`config.mk`:
```
export PLATFORM = sky130hd
export DESIGN_NAME = ppr_top
export DESIGN_NICKNAME = d
export VERILOG_FILES = /design/src/ppr_pkg.sv /design/src/ppr_rx_class.sv /design/src/ppr_top.sv
export VERILOG_INCLUDE_DIRS = /design/src
export SDC_FILE = /design/constraint.sdc
export NUM_CORES = 1
export LEC_CHECK = 0
export BUFFER_PORTS_ARGS = -buffer_cell sky130_fd_sc_hd__clkbuf_2
export CORE_UTILIZATION = 56
export DETAILED_ROUTE_END_ITERATION = 16
export PLACE_DENSITY = 0.79
export SYNTH_ARGS = -nofsm -noshare
export SYNTH_HDL_FRONTEND = slang
export SYNTH_SLANG_ARGS = --single-unit
```
`constraint.sdc`:
```
create_clock -name sys_clk_i -period 2.25 [get_ports sys_clk_i]
set_input_delay 0.1125 -clock sys_clk_i [delete_from_list [all_inputs] [get_ports sys_clk_i]]
set_output_delay 0.1125 -clock sys_clk_i [all_outputs]
set_load 0.01 [all_outputs]
```
`src/ppr_params.svh`:
```
// Constants for the priority pause request block.
// Included by the package and design modules; definitions only.
`ifndef PPR_PARAMS_SVH
`define PPR_PARAMS_SVH
`define PPR_NUM_CLASSES  8
`define PPR_QUANTA_W     16
`define PPR_QUANTUM_BITS 512
// Cycles per pause quantum at 8 bits per user clock cycle
`define PPR_QUANTUM_CYC  (`PPR_QUANTUM_BITS / 8)
`define PPR_QCNT_W       6
`define PPR_QUANTA_RST   16'h0000
`endif

```
`src/ppr_pkg.sv`:
```
// Types shared by the priority pause request block.
// Assumes ppr_params.svh is on the include path.
`include "ppr_params.svh"
package ppr_pkg;
  typedef logic [`PPR_QUANTA_W-1:0]     ppr_quanta_type;
  typedef logic [`PPR_NUM_CLASSES-1:0]  ppr_class_mask_type;
  typedef enum logic [1:0] {PPR_TX_IDLE, PPR_TX_WAIT_EOF, PPR_TX_SEND} ppr_tx_state_type;
endpackage

```
`src/ppr_rx_class.sv`:
```
// One receive class: holds captured quanta until acknowledged, then expires them.
// Assumes capture strobes and quantum tick come from the same clock domain.
`timescale 1ns/1ns
`default_nettype none
`include "ppr_params.svh"
module ppr_rx_class
  import ppr_pkg::*;
(
  // Clock and reset
  input  wire logic           sys_clk_i,
  input  wire logic           rst_i,
  // Capture from receive parser, quantum tick from timebase
  input  wire logic           cap_valid_i,
  input  wire ppr_quanta_type cap_quanta_i,
  input  wire logic           quantum_tick_i,
  // Class receive FIFO
  input  wire logic           ack_i,
  output logic                ind_o,
  output ppr_quanta_type      quanta_o
);
  ppr_quanta_type quanta_reg;
  logic           running_reg;

  always_ff @(posedge sys_clk_i) begin
    if (rst_i) begin
      quanta_reg <= `PPR_QUANTA_RST;
    end else if (cap_valid_i) begin
      quanta_reg <= cap_quanta_i;
    end else if (running_reg && quantum_tick_i && quanta_reg != '0) begin
      quanta_reg <= quanta_reg - 16'h0001;
    end
  end

  // Countdown armed only once the FIFO has acknowledged
  always_ff @(posedge sys_clk_i) begin
    if (rst_i || cap_valid_i) begin
      running_reg <= 1'b0;
    end else if (ind_o && ack_i) begin
      running_reg <= 1'b1;
    end
  end

  assign ind_o    = (quanta_reg != '0);
  assign quanta_o = quanta_reg;
endmodule // ppr_rx_class
`default_nettype wire

```
`src/ppr_top.sv`:
```
// Priority pause request ports of the MAC: eight class channels.
// Assumes MAC user clock, synchronous reset, same-domain client FIFOs.
//
// Summary of operation
// - These ports are always present; they act only when the build parameter enables priority pause support.
// - Eight independent request channels exist, one per class 0 to 7.
// - A transmit pause request of a class yields a priority pause frame for it next possible.
// - A receive pause indication per class is driven toward that class's receive FIFO.
// - Captured quanta of a class are not counted down before that FIFO acknowledges.
// - A pause frame starts only after the current data frame has completed.
`timescale 1ns/1ns
`default_nettype none
`include "ppr_params.svh"
module ppr_top
  import ppr_pkg::*;
#(
  parameter bit PFC_ENABLE = 1'b1
)(
  // Clock and reset
  input  wire logic                     sys_clk_i,
  input  wire logic                     rst_i,
  // Transmit pause requests, one per class
  input  wire logic [7:0]               tx_prio_pause_req_i,
  // Transmit engine status
  input  wire logic                     tx_frame_busy_i,
  input  wire logic                     tx_pause_done_i,
  output logic                          tx_pause_start_o,
  output ppr_class_mask_type            tx_pause_classes_o,
  // Received priority pause frames
  input  wire logic                     rx_pause_valid_i,
  input  wire ppr_class_mask_type       rx_pause_classes_i,
  input  wire logic [8*`PPR_QUANTA_W-1:0] rx_pause_quanta_i,
  // Receive FIFO pause signalling
  input  wire logic [7:0]               rx_prio_pause_ack_i,
  output logic [7:0]                    rx_prio_pause_ind_o
);
  // Three parts share one clock and one reset:
  //   transmit scheduler gathering class requests into one pause frame,
  //   free-running timebase ticking once per pause quantum,
  //   eight receive channels holding captured quanta until they expire.
  // Client FIFOs share this clock domain, so no input is synchronised.

  // Feature switch and gated requests
  logic                   pfc_on;
  logic                   rx_rst;
  logic [7:0]             req_w;

  // Transmit scheduler
  ppr_tx_state_type       state_reg;
  ppr_class_mask_type     pend_reg;
  ppr_class_mask_type     sent_reg;
  logic                   take_pend;
  logic                   done_w;
  logic                   start_w;

  // Quantum timebase
  logic [`PPR_QCNT_W-1:0] qcnt_reg;
  logic                   tick;

  // Receive side, one entry per class
  logic [7:0]             cap_w;
  ppr_quanta_type         cap_quanta_w [`PPR_NUM_CLASSES];
  logic [7:0]             ind_w;

  // Build-time feature switch
  // Off: requests never reach the scheduler and every receive channel stays in reset
  generate
    if (PFC_ENABLE) begin : g_pfc_on
      assign pfc_on              = 1'b1;
      assign req_w               = tx_prio_pause_req_i;
      assign rx_prio_pause_ind_o = ind_w;
    end else begin : g_pfc_off
      assign pfc_on              = 1'b0;
      assign req_w               = 8'h00;
      assign rx_prio_pause_ind_o = 8'h00;
    end
  endgenerate
  assign rx_rst = rst_i || !pfc_on;

  // Quantum timebase: free running, one tick per pause quantum
  // A fresh countdown may therefore see its first tick early
  always_ff @(posedge sys_clk_i) begin
    if (rst_i || tick) begin
      qcnt_reg <= '0;
    end else begin
      qcnt_reg <= qcnt_reg + 6'h01;
    end
  end
  assign tick = (qcnt_reg == 6'(`PPR_QUANTUM_CYC - 1));

  // Hand-over of pending classes; done counts only while sending
  assign take_pend = (state_reg == PPR_TX_IDLE) && (pend_reg != '0);
  assign done_w    = (state_reg == PPR_TX_SEND) && tx_pause_done_i;

  // Scheduler: wait for the wire to go free, then hand the frame over
  // Requests arriving meanwhile wait for the following frame
  always_ff @(posedge sys_clk_i) begin
    if (rst_i) begin
      state_reg <= PPR_TX_IDLE;
    end else begin
      unique case (state_reg)
        PPR_TX_IDLE: begin
          if (take_pend) begin
            state_reg <= PPR_TX_WAIT_EOF;
          end
        end
        PPR_TX_WAIT_EOF: begin
          if (!tx_frame_busy_i) begin
            state_reg <= PPR_TX_SEND;
          end
        end
        PPR_TX_SEND: begin
          if (done_w) begin
            state_reg <= PPR_TX_IDLE;
          end
        end
        default: begin
          state_reg <= PPR_TX_IDLE;
        end
      endcase
    end
  end

  // Start only once the current data frame has left the wire
  assign start_w            = (state_reg == PPR_TX_WAIT_EOF) && !tx_frame_busy_i;
  assign tx_pause_start_o   = start_w;
  assign tx_pause_classes_o = sent_reg;

  // Per-class channels: transmit pending bit, frame class bit, receive pause
  genvar g;
  generate
    for (g = 0; g < `PPR_NUM_CLASSES; g++) begin : g_cls
      logic pend_bit_reg;
      logic sent_bit_reg;

      // Pending request; a request in the hand-over cycle stays pending
      always_ff @(posedge sys_clk_i) begin
        if (rst_i) begin
          pend_bit_reg <= 1'b0;
        end else if (take_pend) begin
          pend_bit_reg <= req_w[g];
        end else if (req_w[g]) begin
          pend_bit_reg <= 1'b1;
        end
      end

      // Class bit of the frame, held until the next hand-over
      always_ff @(posedge sys_clk_i) begin
        if (rst_i) begin
          sent_bit_reg <= 1'b0;
        end else if (take_pend) begin
          sent_bit_reg <= pend_bit_reg;
        end
      end

      assign pend_reg[g] = pend_bit_reg;
      assign sent_reg[g] = sent_bit_reg;

      // Receive channel: capture strobe and quanta slice of this class
      assign cap_w[g]        = rx_pause_valid_i && rx_pause_classes_i[g];
      assign cap_quanta_w[g] = rx_pause_quanta_i[g*`PPR_QUANTA_W +: `PPR_QUANTA_W];
      ppr_rx_class u_cls (
        .sys_clk_i      (sys_clk_i),
        .rst_i          (rx_rst),
        .cap_valid_i    (cap_w[g]),
        .cap_quanta_i   (cap_quanta_w[g]),
        .quantum_tick_i (tick),
        .ack_i          (rx_prio_pause_ack_i[g]),
        .ind_o          (ind_w[g]),
        .quanta_o       ()
      );
    end
  endgenerate
endmodule // ppr_top
`default_nettype wire

```
Word-level counts from Yosys, hierarchy flattened --
Cells that the tools add are included.
Word-level totals: flip-flop bits (word level) 160, input port bits 157, word-level logic and storage cells 157
Cells by class: add/subtract/negate cells 9, eq/ne operators 6, multiplexer cells 36, reductions and logical operators 72
Operators with widths (number):
- 16-bit 2-to-1 mux | 16
- 16-bit nonzero test | 8
- 16-bit by 1-bit subtractor with 16-bit output (second input constant) | 8
- 1-bit logical AND | 35
- 2-bit nonzero test | 16
- 1-bit 2-to-1 mux | 16
- 1-bit logical OR | 9
- 8-bit nonzero test | 1
- 6-bit by 1-bit adder with 6-bit output (second input constant) | 1
- 6-bit equality test (second input constant) | 1
- 2-bit 2-to-1 mux | 3
- 2-bit inequality test (second input constant) | 3
- 2-bit one-hot mux with 3 select lines | 1
- 3-bit AND reduction | 1
- 2-bit by 1-bit equality test with 1-bit output (second input constant) | 1
- 2-bit equality test (second input constant) | 1
- 2-bit logical NOT | 1
- 1-bit logical NOT | 1

Longest topological paths before layout --
word-level depth 5, depth in mapped cells 8, depth with buffers taken out 8

Hierarchy --
From an unflattened synthesis, not the netlist that was laid out.
Unflattened totals: cells, all modules 1157, area total of the unflattened synthesis 9599.2 µm²
By module, submodules not included:
- ppr_rx_class at g_cls[1].u_cls ... | instances 5, cells each 130, area each 1081.0 µm², seq. area each 340.3 µm²
- ppr_rx_class at g_cls[0].u_cls ... | instances 3, cells each 130, area each 1034.7 µm², seq. area each 340.3 µm²
- ppr_top | instances 1, cells each 117, area each 1089.8 µm², seq. area each 480.5 µm²

Least setup slack after synthesis --
No wires, ideal clock.
path type register to register, start register qcnt_reg[0], end register g_cls[1].u_cls.quanta_reg[15], setup time 0.091 ns, data arrival time 1.953 ns, data required time 2.159 ns, path slack 0.206 ns, cell stages (with the launch flop) 9, path buffers 2, period minus slack after synthesis 2.044 ns, cell sequence dfxtp_1 > ha_1 > and2_1 > buf_2 > and3_1 > buf_2 > nand3_1 > or4_1 > a311oi_1
On the way: longest elaborated chain between the ends 4
RTL lines:
- start, declared | RTL line ppr_top.sv:57 | logic [`PPR_QCNT_W-1:0] qcnt_reg;
- start signal, assigned | RTL line ppr_top.sv:86 | qcnt_reg <= qcnt_reg + 6'h01;
- 6-bit equality test | RTL line ppr_top.sv:89 | assign tick = (qcnt_reg == 6'(`PPR_QUANTUM_CYC - 1));
- 1-bit logical AND (2 in a row) | RTL line ppr_rx_class.sv:29 | end else if (running_reg && quantum_tick_i && quanta_reg != '0) begin
- 2-bit nonzero test (no line)
- end signal, assigned | RTL line ppr_rx_class.sv:26 | quanta_reg <= `PPR_QUANTA_RST;
- end signal, assigned | RTL line ppr_rx_class.sv:28 | quanta_reg <= cap_quanta_i;
- end signal, assigned | RTL line ppr_rx_class.sv:30 | quanta_reg <= quanta_reg - 16'h0001;
- end, declared | RTL line ppr_rx_class.sv:21 | ppr_quanta_type quanta_reg;
Every way passes these cells. A chain may end at the register's enable or synchronous reset.

Worst setup path in the final report --
start register g_cls[1].u_cls.quanta_reg[11], end output rx_prio_pause_ind_o[1]
On the way: longest elaborated chain between the ends 1
RTL lines:
- 16-bit nonzero test | RTL line ppr_rx_class.sv:43 | assign ind_o = (quanta_reg != '0);
- end, declared | RTL line ppr_top.sv:35 | output logic [7:0] rx_prio_pause_ind_o
Every way passes these cells.

==> results.toml <==
[outcome]
run_status = "completed"

[yosys]
synth.area.top_cells = "dfxtp_1 (36%), a211oi_1 (9.3%), nor2_1 (7.1%)"
synth_area_leader_cell = "dfxtp_1"
syn-num-nets = 1240
syn_area_per_cell_sq_um = 8.32
synthCells = 1074
synth_warnings = 0
synthFlopType = "dfxtp_1"
synth_top_area_share_pct = 35.8
synth_common_cells = "nor2_1 (169), dfxtp_1 (160), a211oi_1 (111)"
yosys.cell_count.top_type = "nor2_1"
syn_area_sq_mm = 0.00894
async_reset_ff_share_pct = 0
ys_types = 70
ys_ff_latch = 160
synth_edf_count = 0
seq_area_frac_synth_pct = 35.8

[place]
place_congestion = 0.911
place_ws_ns = 0.0229
io_buffers = 173
hpwl_um = 15300
dpl.cell_count = 1419

[run]
cap_violations = 0

[timing]
finalCritPeriodShare_pct = 96.1
setup_ws_ns = 0.0869
slew-limit-headroom_pct = 40.7
worst_pin_slew_ns = 0.886
layout_min_cycle_time_ns = 2.16
finClkSkew_ns = 0.00981
fin_hold_ws_ns = 0.0137
finalHoldViolCount = 0
setup_viol = 0
slew_viol_final = 0
rsz0062_at_grt = "true"
clock.fmax_mhz = 462

[detailed_routing]
dr.pass1.iters = 8
first_iter_violations = 602
avgRoutedWirePerCell_um = 16.0
totalWireLength_um = 25400
ant_nets = 0
dr_total_vias = 9262
drc = 0
via_per_inst = 5.85

[final_layout]
largest_reg_flops = 128
antenna-diode-count = 0
stdcell_count = 1583
nNetsFinal = 1525
drive_above_1_share_pct = 21.1
syn2layout_area_growth_pct = 35.6

[setup_path]
endpoint_kind = "primary output"
r2r_end = "g_cls[5].u_cls.quanta_o[14]"
critPathLaunchType = "register"
slowest_delay_ns = 0.56
worstPathArrival_ns = 2.05
endpoint = "rx_prio_pause_ind_o[1]"
cp.buffers_inverters = 1
reg2reg_depth = 7
r2r_slack_ns = 0.11
crit_fanout = 6
crit_type = "register to primary output"
reg2reg_from = "g_cls[5].u_cls.quanta_o[0]"
cp_cell_sequence = "or4_1, nor4_4, nand2_1, clkbuf_2"
crit_required_ns = 2.14
crit_path_top_delay_cell = "or4_1"
setup.worst_path.start = "g_cls[1].u_cls.quanta_o[11]"
cp_num_cells = 4
cp_top_family = "simple AND/OR/NAND/NOR gates"

[clock_network]
cts-root-buf = "clkbuf_16"
clk_path_buf_depth = 2
clkLatencyLatePin_ns = 0.43
cts_buffers = 17
cts_sinks = 160
cts_tree = "done"
path_clk_slew_ns = 0.07
htree_levels = 4

[global_routing]
antenna_found_initial = 0
grt_pass1_vias = 8839
track_usage_pct = 31.0
overflow = 0
grt_pass1_wl_um = 41100
grt_max_degree = 86

[die]
core-area_sq_mm = 0.0154
die_w_um = 128
ios = 174
rows = 45
die_h_um = 128
start_util_pct = 58.1
dieArea_sq_mm = 0.0165

[power_and_ir_drop]
p_leak_uw = 0.00464
powerDensity_mw_per_mm2 = 657
ir_drop_mv = 0.551

[min_path]
worstHoldPathType = "primary input to register"
min_from = "rx_pause_quanta_i[123]"
-- cells by family after synthesis --
group	after synthesis	synth area share, %
xor gates and xnor gates	101	9.90
adders and majority gates	9	1.26
buffers and inverters	103	5.25
and+or+nand+nor	479	29.1
AOI/OAI and AO/OA	212	17.6
DFF	160	35.8
muxes	10	1.12
-- worst min-delay path, stage by stage --
cell	delay, ns
clkbuf_2	0.09
nor2_1	0.13
a211oi_1	0.06
-- placed cells by master, fill, tap and decap left out, types with 5 or more instances in the layout --
cell type,count
clkbuf_16,17
and2_1,11
mux2i_1,10
nor3b_1,8
nor4_2,5
or2_2,7
dfxtp_1,160
nor2b_1,6
nor3_1,43
clkbuf_2,172
o211ai_1,9
o31ai_1,5
and3_1,12
xnor2_1,57
nand4_1,41
clkinv_4,5
a21oi_1,32
nand3_1,28
nor4b_1,5
a311oi_1,12
buf_4,36
nand4b_1,10
or3_1,11
nor4_1,26
nor2_1,169
dlygate4sd3_1,130
nand2_1,43
xor2_1,44
o21ai_0,9
a211oi_1,109
or4_1,19
inv_1,27
ha_1,8
bufinv_16,5
-- power breakdown --
| part | total [uW] | switching [uW] | leakage [uW] | internal, uW |
|---|---|---|---|---|
| logic | 1520 | 777 | 0.00301 | 743 |
| clock network | 3210 | 1200 | 0.000311 | 2010 |
| registers | 3240 | 213 | 0.00132 | 3020 |
-- through the flow --
step           setup TNS [ns]  cell area [sq um]  total power (uW)  utilization [%]
2_1_floorplan               0               8940              4120                -
4_1_cts                     0              12000              7900             78.0
6_report                    0              12100              7970             78.8
3_5_place_dp                0              10000              4530             65.3
3_3_place_gp                0              10000              4510             65.3
5_1_grt               -0.0432              12100              8290             78.8
-- repair_timing --
action / 4_1_cts / 5_1_grt
pin swaps: 0 / 2
hold buffers: 130 / 0
buffers inserted: 0 / 2
hold endpoints to repair: 128 / 0
resized for setup: 2 / 19
setup endpoints to repair: 2 / 45
-- layout make-up --
cell class | instances | area [sq um]
clock inverter | 12 | 209
sequential | 160 | 3200
clock buffer | 20 | 447
fill | 1014 | 3250
multi-input combinational | 811 | 5380
timing repair buffer | 342 | 2510
inverter | 27 | 101
tap | 211 | 264
-- metal layers --
layer  wire, um  track usage [%]  vias to the layer above
li1           -                -                     4560
met4        560             10.7                        0
met1      10900             38.3                     4292
met2      12400             53.6                      361
met5          0                0                        -
met3       1560             6.36                       49
-- worst min-delay path by stage --
| stage | endpoint | slack [ns] | cells after the start |
|---|---|---|---|
| 4_1_cts | g_cls[6].u_cls.quanta_o[12] | 0.0006 | 3 |
| 6_report | g_cls[7].u_cls.quanta_o[11] | 0.01 | 3 |
| 3_5_place_dp | g_cls[4].u_cls.quanta_o[13] | 0.31 | 3 |
| 3_3_place_gp | g_cls[4].u_cls.quanta_o[15] | 0.31 | 3 |
| 2_1_floorplan | g_cls[3].u_cls.running_reg | 0.21 | 1 |
| 5_1_grt | g_cls[6].u_cls.quanta_o[12] | 0.009 | 3 |
(Power assumes the default switching activity.)
